--- src/rtl/fsp_defines.svh ---
`ifndef FSP_DEFINES_SVH
`define FSP_DEFINES_SVH

// Command frame constants.
`define FSP_CMD_CODE        8'h5f
`define FSP_SW1             8'h91
`define FSP_SW2_OK          8'h00
`define FSP_SW2_PARAM       8'h9e
`define FSP_SW2_LENGTH      8'h7e
`define FSP_SW2_NO_FILE     8'hf0

// Field layouts.
`define FSP_FNUM_RSV_MASK   8'he0
`define FSP_FOPT_RSV_MASK   8'hbc
`define FSP_FOPT_DM_BIT     6
`define FSP_FOPT_MODE_MSB   1
`define FSP_DOPT_RSV_MASK   8'h06
`define FSP_DOPT_ID_BIT     7
`define FSP_DOPT_CTR_BIT    6
`define FSP_RIGHT_KEY_MAX   4'h4
`define FSP_RIGHT_PLAIN     4'he
`define FSP_RIGHT_NONE      4'hf
`define FSP_OFF_LAST        2'h2

// Register byte addresses.
`define FSP_REG_CTRL        8'h00
`define FSP_REG_SEL         8'h04
`define FSP_REG_ENTRY       8'h08
`define FSP_REG_STATUS      8'h0c
`define FSP_REG_RESULT      8'h10

// Reset values.
`define FSP_CTRL_EN_RST     1'b1

`endif

--- src/rtl/fsp_pkg.sv ---
package fsp_pkg;

    typedef enum logic [3:0] {
        FSP_IDLE, FSP_FNUM, FSP_FOPT, FSP_ACC0, FSP_ACC1, FSP_DOPT,
        FSP_DACC0, FSP_DACC1, FSP_IDOFF, FSP_CTROFF, FSP_TAIL
    } fsp_state_t;

    typedef enum logic [1:0] {
        FSP_META_OFF, FSP_META_PLAIN, FSP_META_ENC
    } fsp_meta_t;

    typedef struct packed {
        logic        exists;
        logic        full;
        logic [23:0] size;
    } fsp_file_ent_t;

    typedef struct packed {
        fsp_state_t    st;
        logic          foreign;
        logic          perr;
        logic [1:0]    cnt;
        logic [4:0]    fnum;
        logic [7:0]    fopt;
        logic [15:0]   acc;
        logic [7:0]    dopt;
        logic [15:0]   dacc;
        logic [23:0]   idoff;
        logic [23:0]   ctroff;
        logic [5:0]    dm_feat;
        fsp_meta_t     meta;
        logic [3:0]    meta_key;
        logic          full;
        logic          ctrl_en;
        logic [4:0]    sel;
        logic [31:0]   rdata;
        logic          resp_valid;
        logic [15:0]   resp_status;
        logic          upd_valid;
        logic [7:0]    last_code;
        logic          mem_we;
        logic [4:0]    mem_wa;
        fsp_file_ent_t mem_wd;
    } fsp_vec_t;

endpackage : fsp_pkg

--- src/rtl/fsp_mem_if.sv ---
`timescale 1ns/1ps
interface fsp_mem_if;
    import fsp_pkg::*;

    logic [4:0]    rd_addr;
    fsp_file_ent_t rd_data;
    logic          we;
    logic [4:0]    wr_addr;
    fsp_file_ent_t wr_data;

    modport ctrl (output rd_addr, output we, output wr_addr,
                  output wr_data, input rd_data);
    modport mem  (input rd_addr, input we, input wr_addr,
                  input wr_data, output rd_data);
endinterface : fsp_mem_if

--- src/rtl/fsp_file_table.sv ---
`timescale 1ns/1ps
module fsp_file_table
    import fsp_pkg::*;
#(
    parameter int FILES = 32
) (
    input wire logic clk,
    input wire logic rst,
    input wire logic ce,
    fsp_mem_if.mem   m
);

    typedef struct packed {
        fsp_file_ent_t [FILES-1:0] ent;
        fsp_file_ent_t             rd;
    } fsp_tab_t;

    fsp_tab_t q;
    fsp_tab_t d;

    if (FILES < 1 || FILES > 32) begin : g_chk
        $error("fsp_file_table: FILES must lie in 1..32");
    end

    // Unknown file numbers read as an absent file.
    always_comb begin
        d = q;
        d.rd = '0;
        if (32'(m.rd_addr) < FILES) begin
            d.rd = q.ent[m.rd_addr];
        end
        if (m.we && 32'(m.wr_addr) < FILES) begin
            d.ent[m.wr_addr] = m.wr_data;
        end
    end

    always_ff @(posedge clk or posedge rst) begin
        if (rst) begin
            q <= '0;
        end else if (ce) begin
            q <= d;
        end
    end

    assign m.rd_data = q.rd;

endmodule : fsp_file_table

--- src/rtl/fsp_parser.sv ---
`timescale 1ns/1ps
`include "fsp_defines.svh"
// Overview of operation
// - Code 5Fh changes settings of an existing file; absent files rejected.
// - Framing plain or full follows the file's current right, not new.
// - Option byte: bits 7,5-2 reserved zero; bits 1-0 new comm mode.
// - Option bit 6 switches dynamic messaging and mirroring on or off.
// - Dynamic option byte present only when option bit 6 is set.
// - Dynamic options: id, counter, limit, encrypted, tamper, reserved, ASCII.
// - Dynamic access word: meta, file-read, fixed Fh, counter-retrieve.
// - Meta nibble: 0h-4h keyed mirroring, Eh plain, Fh none.
// - Identifier offset, 3 bytes LSB first, if id mirror and meta Eh.
// - Counter offset, 3 bytes LSB first, if counter on and meta Eh.
// - Success returns only 9100h; failure returns 91h with error code.
module fsp_parser
    import fsp_pkg::*;
#(
    parameter int FILES   = 32,
    parameter int ID_LEN  = 7,
    parameter int CTR_LEN = 3
) (
    input  wire logic        clk,
    input  wire logic        rst,
    input  wire logic        ce,
    input  wire logic [7:0]  bus_addr,
    input  wire logic [31:0] bus_wdata,
    input  wire logic        bus_wr,
    input  wire logic        bus_rd,
    output logic      [31:0] bus_rdata,
    input  wire logic        rx_valid,
    input  wire logic        rx_first,
    input  wire logic        rx_last,
    input  wire logic [7:0]  rx_byte,
    output logic             resp_valid,
    output logic      [15:0] resp_status,
    output logic             upd_valid,
    output logic      [4:0]  target_file_number,
    output logic      [7:0]  file_option_byte,
    output logic      [15:0] file_access_word,
    output logic      [7:0]  dyn_msg_option_byte,
    output logic      [15:0] dyn_msg_access_word,
    output logic      [5:0]  dyn_msg_features,
    output fsp_meta_t        meta_read_mode,
    output logic      [3:0]  meta_read_key,
    output logic      [23:0] identifier_mirror_offset,
    output logic      [23:0] read_counter_mirror_offset,
    output logic             fully_protected_framing
);

    if (ID_LEN < 1 || ID_LEN > 255) begin : g_chk_id_len
        $error("fsp_parser: ID_LEN must lie in 1..255");
    end
    if (CTR_LEN < 1 || CTR_LEN > 255) begin : g_chk_ctr_len
        $error("fsp_parser: CTR_LEN must lie in 1..255");
    end
    if (FILES < 1 || FILES > 32) begin : g_chk_files
        $error("fsp_parser: FILES must lie in 1..32");
    end

    fsp_vec_t q;
    fsp_vec_t d;

    fsp_mem_if mif ();

    fsp_file_table #(
        .FILES (FILES)
    ) u_table (
        .clk (clk),
        .rst (rst),
        .ce  (ce),
        .m   (mif.mem)
    );

    // A nibble naming one of the application keys.
    function automatic logic key_ok(input logic [3:0] n);
        return n <= `FSP_RIGHT_KEY_MAX;
    endfunction : key_ok

    // A mirror field is sent only for plain meta mirroring.
    function automatic logic mirror_here(input logic en,
                                         input logic [3:0] meta);
        return en && (meta == `FSP_RIGHT_PLAIN);
    endfunction : mirror_here

    // An offset must leave room for the mirrored value inside the file.
    function automatic logic off_ok(input logic [23:0] off,
                                    input logic [23:0] size,
                                    input logic [23:0] len);
        return ({1'b0, off} + {1'b0, len}) <= {1'b0, size};
    endfunction : off_ok

    fsp_state_t nxt;
    logic [7:0] code;
    logic       id_here;
    logic       ctr_here;
    logic       range_bad;

    always_comb begin
        d         = q;
        nxt       = q.st;
        code      = `FSP_SW2_OK;
        id_here   = 1'b0;
        ctr_here  = 1'b0;
        range_bad = 1'b0;
        d.resp_valid = 1'b0;
        d.upd_valid  = 1'b0;
        d.mem_we     = 1'b0;
        d.rdata      = '0;

        // Register writes.
        if (bus_wr) begin
            case (bus_addr)
                `FSP_REG_CTRL: begin
                    d.ctrl_en = bus_wdata[0];
                end
                `FSP_REG_SEL: begin
                    d.sel = bus_wdata[4:0];
                end
                `FSP_REG_ENTRY: begin
                    d.mem_we = 1'b1;
                    d.mem_wa = q.sel;
                    d.mem_wd = fsp_file_ent_t'(bus_wdata[25:0]);
                end
                default: begin
                end
            endcase
        end

        // Register reads; unmapped addresses read zero.
        if (bus_rd) begin
            case (bus_addr)
                `FSP_REG_CTRL: begin
                    d.rdata = {31'h0, q.ctrl_en};
                end
                `FSP_REG_SEL: begin
                    d.rdata = {27'h0, q.sel};
                end
                `FSP_REG_STATUS: begin
                    d.rdata = {16'h0, q.last_code, 7'h0,
                               q.st != FSP_IDLE};
                end
                `FSP_REG_RESULT: begin
                    d.rdata = {3'h0, q.fnum, q.fopt, q.acc};
                end
                default: begin
                    d.rdata = '0;
                end
            endcase
        end

        // Command byte stream.
        if (rx_valid && q.ctrl_en) begin
            if (rx_first) begin
                d.foreign  = rx_byte != `FSP_CMD_CODE;
                d.perr     = 1'b0;
                d.cnt      = '0;
                d.fopt     = '0;
                d.acc      = '0;
                d.dopt     = '0;
                d.dacc     = '0;
                d.idoff    = '0;
                d.ctroff   = '0;
                d.dm_feat  = '0;
                d.meta     = FSP_META_OFF;
                d.meta_key = '0;
                nxt = d.foreign ? FSP_TAIL : FSP_FNUM;
            end else begin
                case (q.st)
                    FSP_FNUM: begin
                        d.fnum = rx_byte[4:0];
                        if ((rx_byte & `FSP_FNUM_RSV_MASK) != 8'h00) begin
                            d.perr = 1'b1;
                        end
                        nxt = FSP_FOPT;
                    end
                    FSP_FOPT: begin
                        d.fopt = rx_byte;
                        d.full = mif.rd_data.full;
                        if ((rx_byte & `FSP_FOPT_RSV_MASK) != 8'h00) begin
                            d.perr = 1'b1;
                        end
                        nxt = FSP_ACC0;
                    end
                    FSP_ACC0: begin
                        d.acc[7:0] = rx_byte;
                        nxt = FSP_ACC1;
                    end
                    FSP_ACC1: begin
                        d.acc[15:8] = rx_byte;
                        nxt = q.fopt[`FSP_FOPT_DM_BIT] ? FSP_DOPT
                                                       : FSP_TAIL;
                    end
                    FSP_DOPT: begin
                        d.dopt    = rx_byte;
                        d.dm_feat = {rx_byte[7:3], rx_byte[0]};
                        if ((rx_byte & `FSP_DOPT_RSV_MASK) != 8'h00) begin
                            d.perr = 1'b1;
                        end
                        nxt = FSP_DACC0;
                    end
                    FSP_DACC0: begin
                        d.dacc[7:0] = rx_byte;
                        nxt = FSP_DACC1;
                    end
                    FSP_DACC1: begin
                        d.dacc[15:8] = rx_byte;
                        if (key_ok(rx_byte[7:4])) begin
                            d.meta     = FSP_META_ENC;
                            d.meta_key = rx_byte[7:4];
                        end else if (rx_byte[7:4] == `FSP_RIGHT_PLAIN) begin
                            d.meta = FSP_META_PLAIN;
                        end else if (rx_byte[7:4] == `FSP_RIGHT_NONE) begin
                            d.meta = FSP_META_OFF;
                        end else begin
                            d.perr = 1'b1;
                        end
                        if (!key_ok(rx_byte[3:0]) &&
                            rx_byte[3:0] != `FSP_RIGHT_NONE) begin
                            d.perr = 1'b1;
                        end
                        if (q.dacc[7:4] != `FSP_RIGHT_NONE) begin
                            d.perr = 1'b1;
                        end
                        if (!key_ok(q.dacc[3:0]) &&
                            q.dacc[3:0] != `FSP_RIGHT_PLAIN &&
                            q.dacc[3:0] != `FSP_RIGHT_NONE) begin
                            d.perr = 1'b1;
                        end
                        if (mirror_here(q.dopt[`FSP_DOPT_ID_BIT],
                                        rx_byte[7:4])) begin
                            nxt = FSP_IDOFF;
                        end else if (mirror_here(q.dopt[`FSP_DOPT_CTR_BIT],
                                                 rx_byte[7:4])) begin
                            nxt = FSP_CTROFF;
                        end else begin
                            nxt = FSP_TAIL;
                        end
                    end
                    FSP_IDOFF: begin
                        d.idoff = {rx_byte, q.idoff[23:8]};
                        d.cnt   = 2'(q.cnt + 2'h1);
                        if (q.cnt == `FSP_OFF_LAST) begin
                            d.cnt = '0;
                            nxt = mirror_here(q.dopt[`FSP_DOPT_CTR_BIT],
                                              q.dacc[15:12])
                                  ? FSP_CTROFF : FSP_TAIL;
                        end
                    end
                    FSP_CTROFF: begin
                        d.ctroff = {rx_byte, q.ctroff[23:8]};
                        d.cnt    = 2'(q.cnt + 2'h1);
                        if (q.cnt == `FSP_OFF_LAST) begin
                            d.cnt = '0;
                            nxt = FSP_TAIL;
                        end
                    end
                    default: begin
                        nxt = q.st;
                    end
                endcase
            end
            d.st = nxt;

            if (rx_last && q.st != FSP_IDLE || rx_last && rx_first) begin
                d.st = FSP_IDLE;
                id_here  = d.fopt[`FSP_FOPT_DM_BIT] &&
                           mirror_here(d.dopt[`FSP_DOPT_ID_BIT],
                                       d.dacc[15:12]);
                ctr_here = d.fopt[`FSP_FOPT_DM_BIT] &&
                           mirror_here(d.dopt[`FSP_DOPT_CTR_BIT],
                                       d.dacc[15:12]);
                range_bad =
                    (id_here && !off_ok(d.idoff, mif.rd_data.size,
                                        24'(ID_LEN))) ||
                    (ctr_here && !off_ok(d.ctroff, mif.rd_data.size,
                                         24'(CTR_LEN)));
                if (nxt != FSP_TAIL) begin
                    code = `FSP_SW2_LENGTH;
                end else if (!mif.rd_data.exists) begin
                    code = `FSP_SW2_NO_FILE;
                end else if (d.perr || range_bad) begin
                    code = `FSP_SW2_PARAM;
                end
                if (!d.foreign) begin
                    d.resp_valid  = 1'b1;
                    d.resp_status = {`FSP_SW1, code};
                    d.last_code   = code;
                    d.upd_valid   = code == `FSP_SW2_OK;
                end
            end
        end
    end

    always_ff @(posedge clk or posedge rst) begin
        if (rst) begin
            q         <= '0;
            q.st      <= FSP_IDLE;
            q.meta    <= FSP_META_OFF;
            q.ctrl_en <= `FSP_CTRL_EN_RST;
        end else if (ce) begin
            q <= d;
        end
    end

    // The file lookup follows the file number as it is taken.
    assign mif.rd_addr = d.fnum;
    assign mif.we      = q.mem_we;
    assign mif.wr_addr = q.mem_wa;
    assign mif.wr_data = q.mem_wd;

    assign bus_rdata                  = q.rdata;
    assign resp_valid                 = q.resp_valid;
    assign resp_status                = q.resp_status;
    assign upd_valid                  = q.upd_valid;
    assign target_file_number         = q.fnum;
    assign file_option_byte           = q.fopt;
    assign file_access_word           = q.acc;
    assign dyn_msg_option_byte        = q.dopt;
    assign dyn_msg_access_word        = q.dacc;
    assign dyn_msg_features           = q.dm_feat;
    assign meta_read_mode             = q.meta;
    assign meta_read_key              = q.meta_key;
    assign identifier_mirror_offset   = q.idoff;
    assign read_counter_mirror_offset = q.ctroff;
    assign fully_protected_framing    = q.full;

endmodule : fsp_parser

--- config.mk ---
export PLATFORM = sky130hd
export DESIGN_NAME = fsp_parser
export DESIGN_NICKNAME = d
export VERILOG_FILES = /design/src/rtl/fsp_pkg.sv /design/src/rtl/fsp_mem_if.sv /design/src/rtl/fsp_file_table.sv /design/src/rtl/fsp_parser.sv
export VERILOG_INCLUDE_DIRS = /design/src /design/src/rtl
export SDC_FILE = /design/constraint.sdc
export NUM_CORES = 2
export LEC_CHECK = 0
export ABC_CLOCK_PERIOD_IN_PS = 32299
export BUFFER_PORTS_ARGS = -buffer_cell sky130_fd_sc_hd__buf_4
export CAP_MARGIN = 20
export CELL_PAD_IN_SITES_DETAIL_PLACEMENT = 1
export CELL_PAD_IN_SITES_GLOBAL_PLACEMENT = 2
export CORE_ASPECT_RATIO = 1.75
export CORE_MARGIN = 10
export CORE_UTILIZATION = 38
export DETAILED_ROUTE_END_ITERATION = 6
export PLACE_DENSITY = 0.83
export SLEW_MARGIN = 10
export SYNTH_ARGS = -nofsm -noshare
export SYNTH_HDL_FRONTEND = slang
export SYNTH_SLANG_ARGS = --single-unit
--- constraint.sdc ---
create_clock -name clk -period 32.3 [get_ports clk]
set_input_delay 1.615 -clock clk [delete_from_list [all_inputs] [get_ports clk]]
set_output_delay 1.615 -clock clk [all_outputs]
set_load 0.02 [all_outputs]
# Word level (Yosys, flattened, before mapping)
# Index checks and enable logic that the tools add are counted.
[word_totals]
register_bits = 1069
in_bits = 56
out_inout_bits = 164
word_cells = 288
[classes]
n_addsub = 3
magnitude_cmp = 8
n_eq_ne = 33
n_mux = 65
bitwise = 2
reduce_logical = 46
[ops]
columns = ["operator", "count"]
rows = [
  ["$bwmux W832", 1],
  ["$mux W108", 2],
  ["$bmux W26 S5", 1],
  ["$demux W26 S5", 1],
  ["$mux W26", 5],
  ["$pmux W29 S4", 1],
  ["$mux W114", 1],
  ["$mux W8", 11],
  ["$mux W32", 2],
  ["$le A25 B24 Y1", 2],
  ["$mux W24", 2],
  ["$pmux W4 S9", 1],
  ["$mux W4", 8],
  ["$reduce_and A3 Y1", 10],
  ["$mux W29", 1],
  ["$add A24 B2 Y25 const B", 1],
  ["$add A24 B3 Y25 const B", 1],
  ["$eq A4 B4 Y1 const B", 6],
  ["$reduce_bool A8 Y1", 3],
  ["$ne A3 B2 Y1 const B", 7],
  ["$ne A4 B4 Y1 const B", 5],
  ["$eq A4 B3 Y1 const B", 4],
  ["$eq A8 B4 Y1 const B", 2],
  ["$logic_and A1 B1 Y1", 16],
  ["26 further kinds", 63],
]

# Longest topological paths before layout
[depth]
ltp_word = 22
ltp_mapped = 24
depth_no_buf = 20

# Cells and area by module
# From an unflattened synthesis, not the netlist that was laid out.
[unflattened]
cells_unflattened = 4259
hier_area_um2 = 52325.2
[modules_own_cells]
columns = ["module", "instances", "cells_per_inst", "area_each_um2", "seq_area_each_um2"]
rows = [
  ["fsp_file_table", 1, 2810, 39293.9, 21470.6],
  ["fsp_parser", 1, 1449, 13031.2, 4906.0],
]

# Worst setup path after synthesis
# No wires, ideal clock.
[synth_path]
path_type = "in2reg"
from = "input port rx_first"
to = "register q (netlist bit resp_status[7])"
setup_ps = 132
t_arrival_ps = 5523
required_time_ps = 32168
slack_ps = 26645
stages = 21
n_path_buf = 4
cell_sequence = "clkbuf_1 > clkbuf_1 > clkbuf_1 > buf_1 > or2_2 > ha_1 > nor4bb_1 > and4_1 > a31oi_1 > nor3_1 > nand3_1 > xor2_1 > o22ai_1 > ha_1 > a21oi_1 > o21ai_0 > a2bb2oi_1 > a2111oi_0 > o21ai_0 > nand2_1 > a22oi_1"
[synth_via]
elab_chain_len = 13
word_cells_on_any_way = 33
classes_between = "add/sub (2); order compare (2); eq/ne (2); mux (13); bitwise (1); reduce/logical (13)"
[synth_rtl]
columns = ["item", "line_no", "rtl"]
rows = [
  ["start: declaration", "fsp_parser.sv:31", "input wire logic rx_first,"],
  ["$mux W108", "fsp_parser.sv:153", "if (rx_first) begin"],
  ["$mux W108", "fsp_parser.sv:152", "if (rx_valid && q.ctrl_en) begin"],
  ["$add A24 B3 Y25, or another cell as far along", "fsp_parser.sv:89", "return ({1'b0, off} + {1'b0, len}) <= {1'b0, size};"],
  ["$le A25 B24 Y1 / $logic_and A1 B1 Y1 (equally long branches)", "fsp_parser.sv:89, fsp_parser.sv:82", ""],
  ["$logic_not A1 Y1, or another cell as far along", "fsp_parser.sv:273", "(id_here && !off_ok(d.idoff, mif.rd_data.size,"],
  ["$logic_and A1 B1 Y1, on equally long branches", "fsp_parser.sv:273, fsp_parser.sv:275", ""],
  ["$logic_or A1 B1 Y1", "fsp_parser.sv:274", "24'(ID_LEN))) ||"],
  ["$logic_or A1 B1 Y1", "fsp_parser.sv:281", "end else if (d.perr || range_bad) begin"],
  ["$mux W8", "fsp_parser.sv:281", ""],
  ["$mux W8", "fsp_parser.sv:279", "end else if (!mif.rd_data.exists) begin"],
  ["$mux W8", "fsp_parser.sv:277", "if (nxt != FSP_TAIL) begin"],
  ["$mux W8", "fsp_parser.sv:264", "if (rx_last && q.st != FSP_IDLE || rx_last && rx_first) begin"],
  ["$mux W8", "fsp_parser.sv:152", ""],
  ["end: declaration", "fsp_parser.sv:60", "fsp_vec_t q;"],
]
# Several ways; a longest one is shown, not always the timed one. The select of a mux whose other input is x is not followed.
# A chain may end at the register's enable or synchronous reset.

# Worst setup path in the final report
[layout_path]
from = "input port rx_first"
to = "register q (netlist bit upd_valid)"
[layout_via]
elab_chain_len = 17
word_cells_on_any_way = 35
classes_between = "add/sub (2); order compare (2); eq/ne (2); mux (16); reduce/logical (13)"
[layout_rtl]
columns = ["item", "line_no", "rtl"]
rows = [
  ["$mux W108", "fsp_parser.sv:153", ""],
  ["$mux W108", "fsp_parser.sv:152", ""],
  ["$add A24 B3 Y25, or another cell as far along", "fsp_parser.sv:89", ""],
  ["$le A25 B24 Y1 / $logic_and A1 B1 Y1 (equally long branches)", "fsp_parser.sv:89, fsp_parser.sv:82", ""],
  ["$logic_not A1 Y1, or another cell as far along", "fsp_parser.sv:273", ""],
  ["$logic_and A1 B1 Y1, on equally long branches", "fsp_parser.sv:273, fsp_parser.sv:275", ""],
  ["$logic_or A1 B1 Y1", "fsp_parser.sv:274", ""],
  ["$logic_or A1 B1 Y1", "fsp_parser.sv:281", ""],
  ["$mux W8", "fsp_parser.sv:281", ""],
  ["$mux W8", "fsp_parser.sv:279", ""],
  ["$mux W8", "fsp_parser.sv:277", ""],
  ["$mux W8", "fsp_parser.sv:264", ""],
  ["$mux W8", "fsp_parser.sv:152", ""],
  ["$logic_not A8 Y1 (no line)", "n/a", ""],
  ["$mux W26", "fsp_parser.sv:284", "if (!d.foreign) begin"],
  ["$mux W26 (*)", "fsp_parser.sv:264", ""],
  ["$mux W26 (*)", "fsp_parser.sv:152", ""],
]
# Every way passes the cells marked *; elsewhere a longest branch is shown, timed or not. The select of a mux whose other input is x is not followed.

==> qor.yml <==
antenna_found_initial: 3
fmax_mhz: 158.0
tightest_slew_ns: 1.138
hpwl_um: 105600
cts_htree_levels: 3
die_h_um: 508.8
finClkSkew_ns: 0.02566
ys_seq_elements: 1054
via_count: 37963
gr-total-overflow: 0
crit_type: "input port to flip-flop"
clockRootBuffer: "clkbuf_16"
post_cts_resized: 0
antenna_left: 0
total_power_mw: 2.927
cp.required_ns: 32.91
fin_nets: 4742
whs_path_depth: 2
syn_area_um2: 51880
synthFlopType: "dfrtp_1"
yosysSeqAreaShare: 0.5084
path_max_fanout: 48
place_congestion: 0.9210
setup_ws_ns: 25.97
path_clk_slew_ns: 0.07
synth_top_family_by_area: "multiplexers"
postCtsHoldBufs: 0
clock_sinks: 1054
area_growth_pct: 10.24
grt_pass1_vias: 40718
drtIter0Drc: 2420
syn-mean-instance-area_um2: 10.82
drv_slew: 0
setup_viol: 0
numCtsBuffers: 95
power.density_nw_per_um2: 51.18
dp_slack_ns: 25.22
via_per_inst: 5.823
place.port_buffers: 204
synth_xor_xnor_area_share: 0.008440
cts_setup_buffers: 0
cp-start-kind: "input port"
drc_errors: 0
num_rows: 179
die-area_um2: 152300
synth-warning-count: 0
cp-end-kind: "flip-flop"
synthCells: 4794
synth.area.mux_share: 0.2096
synth_edf_count: 0
async_flop_share: 1.000
dr.pass1.iters: 5
period_needed_ns: 6.331
drt-wirelength-per-cell_um: 27.09
cp.arrival_ns: 6.94
finalSetupTns_ns: 0
hold_class: "flip-flop to flip-flop"
die_w_um: 299.3
ff2ff_path_depth: 22
grt_max_degree: 155
start_util: 0.3823
rsz0062_at_grt: "no"
status: "finished, final reports clean"
clockBufferDepth: 3
ir_drop_uv: 40.50
insertion_delay_ns: 0.72
tritoncts: "built"
p_leak_nw: 26.40
drive_gt1_frac: 0.2918
grt_pass1_wl_um: 262500
hold_viol: 0
ioPinCount: 220
synth-simple-area-share: 0.1224
synth_fa_ha_area_frac: 0.01206
yosysUniqueCellTypes: 82
max_cap_viol_count: 0
synth-compound-area-share: 0.08228
coreArea_um2: 135700
drt_wl_total_um: 176600
finalCritPeriodShare: 0.1960
final_util: 0.4214
relSlewSlack: 0.2412
globalRouteTotalUtil: 0.2265
## synthesized netlist by cell type, types with 5 or more instances
library cell     n  share of area
xnor2_1         28         0.0047
a21oi_1         80         0.0077
nor4_1          10         0.0012
and4b_1          7         0.0014
nand4_1         84          0.010
ha_1            50          0.012
nand3b_1         9         0.0013
a21o_1          10         0.0014
a211oi_1         9         0.0013
o2bb2ai_1       13         0.0022
nor2b_1          8        0.00096
nand3_1        242          0.023
a32oi_1        109          0.018
o22ai_1         11         0.0013
a31oi_1         83          0.010
a21boi_0        17         0.0025
and3_1          22         0.0027
dfrtp_1       1053           0.51
buf_1           39         0.0028
nor3b_1          6        0.00087
mux2i_1        102          0.020
inv_1           44         0.0032
o21ai_0        146          0.014
buf_2           39         0.0038
nor2_1          83         0.0060
o211ai_1         5        0.00072
o21a_1           5        0.00072
clkbuf_1       318          0.023
and2_1           8        0.00096
o21ai_1          5        0.00048
a22o_1          24         0.0041
nand2b_1        12         0.0014
nand4b_1         5        0.00084
buf_4          165          0.024
nor3_1          26         0.0025
nand2_1        878          0.064
a22oi_1         68         0.0098
xor2_1          22         0.0037
mux2_2         873           0.19
or3_1            5        0.00060
## power breakdown
| part | switching [mW] | internal [mW] |
|---|---|---|
| logic | 0.267 | 0.106 |
| clock network | 0.523 | 0.647 |
| registers | 0.0462 | 1.34 |
## worst paths after layout
kind | startpoint | to | slack [ns]
setup / recovery | rx_first | upd_valid | 25.97
max in group asynchronous | rst | u_table.q[33] | 27.88
min in group asynchronous | rst | bus_rdata[2] | 1.10
setup reg to reg | q[217] | resp_status[7] | 26.28
hold reg to reg | q[212] | q[212] | 0.48
hold / removal | q[212] | q[212] | 0.48
## flip-flops by register name, summed over array words and instances, names as in the netlist
register / cells
bus_rdata: 29
dyn_msg_access_word: 16
dyn_msg_features: 6
dyn_msg_option_byte: 8
file_access_word: 16
file_option_byte: 8
fully_protected_framing: 1
identifier_mirror_offset: 24
meta_read_key: 4
meta_read_mode: 2
mif.we: 1
mif.wr_addr: 5
mif.wr_data: 26
q: 17
read_counter_mirror_offset: 24
resp_status: 2
resp_valid: 1
target_file_number: 5
u_table.m.rd_data: 26
u_table.q: 832
upd_valid: 1
## metrics by stage
step           cell area [um2]  hold WS (ns)  cells
2_1_floorplan            51910        0.4442   4802
3_3_place_gp             53920        0.4613   6340
3_5_place_dp             53930        0.4736   6341
4_1_cts                  57040        0.4890   6508
5_1_grt                  57200        0.5107   6519
6_report                 57200        0.4838   6519
## cells by family after synthesis
| group | Yosys count |
|---|---|
| compound gates | 626 |
| fa+ha+maj | 50 |
| xor+xnor | 50 |
| flops | 1054 |
| simple gates | 1431 |
| mux | 976 |
| other cells | 1 |
| buf+inv | 606 |
## layout by cell type, fill, tap and decap left out, types with 21 or more instances in the layout
master        n
nand2_1     869
xor2_1       22
dfrtp_1    1053
mux2_2      873
mux2i_1     102
nand4_1      84
o21ai_0     145
inv_1        42
a32oi_1     109
a22o_1       24
nor3_1       25
clkbuf_1     27
buf_4       289
clkbuf_16    98
nor2_1       65
xnor2_1      28
a21oi_1      80
ha_1         50
nand3_1     240
and3_1       21
a31oi_1      83
a22oi_1      67
## per-layer routing
| metal | vias up | part of all wire | GRT usage |
|---|---|---|---|
| met5 | - | 0 | 0 |
| met4 | 0 | 0.061 | 0.1288 |
| met3 | 434 | 0.042 | 0.03132 |
| met2 | 1044 | 0.52 | 0.4130 |
| met1 | 20063 | 0.38 | 0.2492 |
| li1 | 16422 | - | - |
## critical path, stage by stage
cell      delay, ns
buf_4          0.22
buf_4          0.34
inv_1          0.11
buf_4          0.33
nand2_1        0.14
ha_1           0.22
inv_1          0.14
o211ai_1       0.13
o22ai_1        0.61
and2_1         0.29
nand3_1        0.10
xnor2_1        0.17
nor2_1         0.06
ha_1           0.33
nand4_1        0.17
nor4_1         0.73
o31ai_1        0.28
nand3_1        0.20
and4b_1        0.39
nor3_2         0.09
a22o_1         0.21
## final cells by class
cell class	instances	area [um2]
Sequential cell	1054	26380
Inverter	44	172.7
Clock inverter	24	307.8
Tap cell	1810	2265
Clock buffer	143	2801
Fill cell	14685	78530
Timing Repair Buffer	299	2377
Multi-Input combinational cell	3142	22890
Antenna cell	3	7.507
Note: power is estimated with default switching activity, not from simulation.
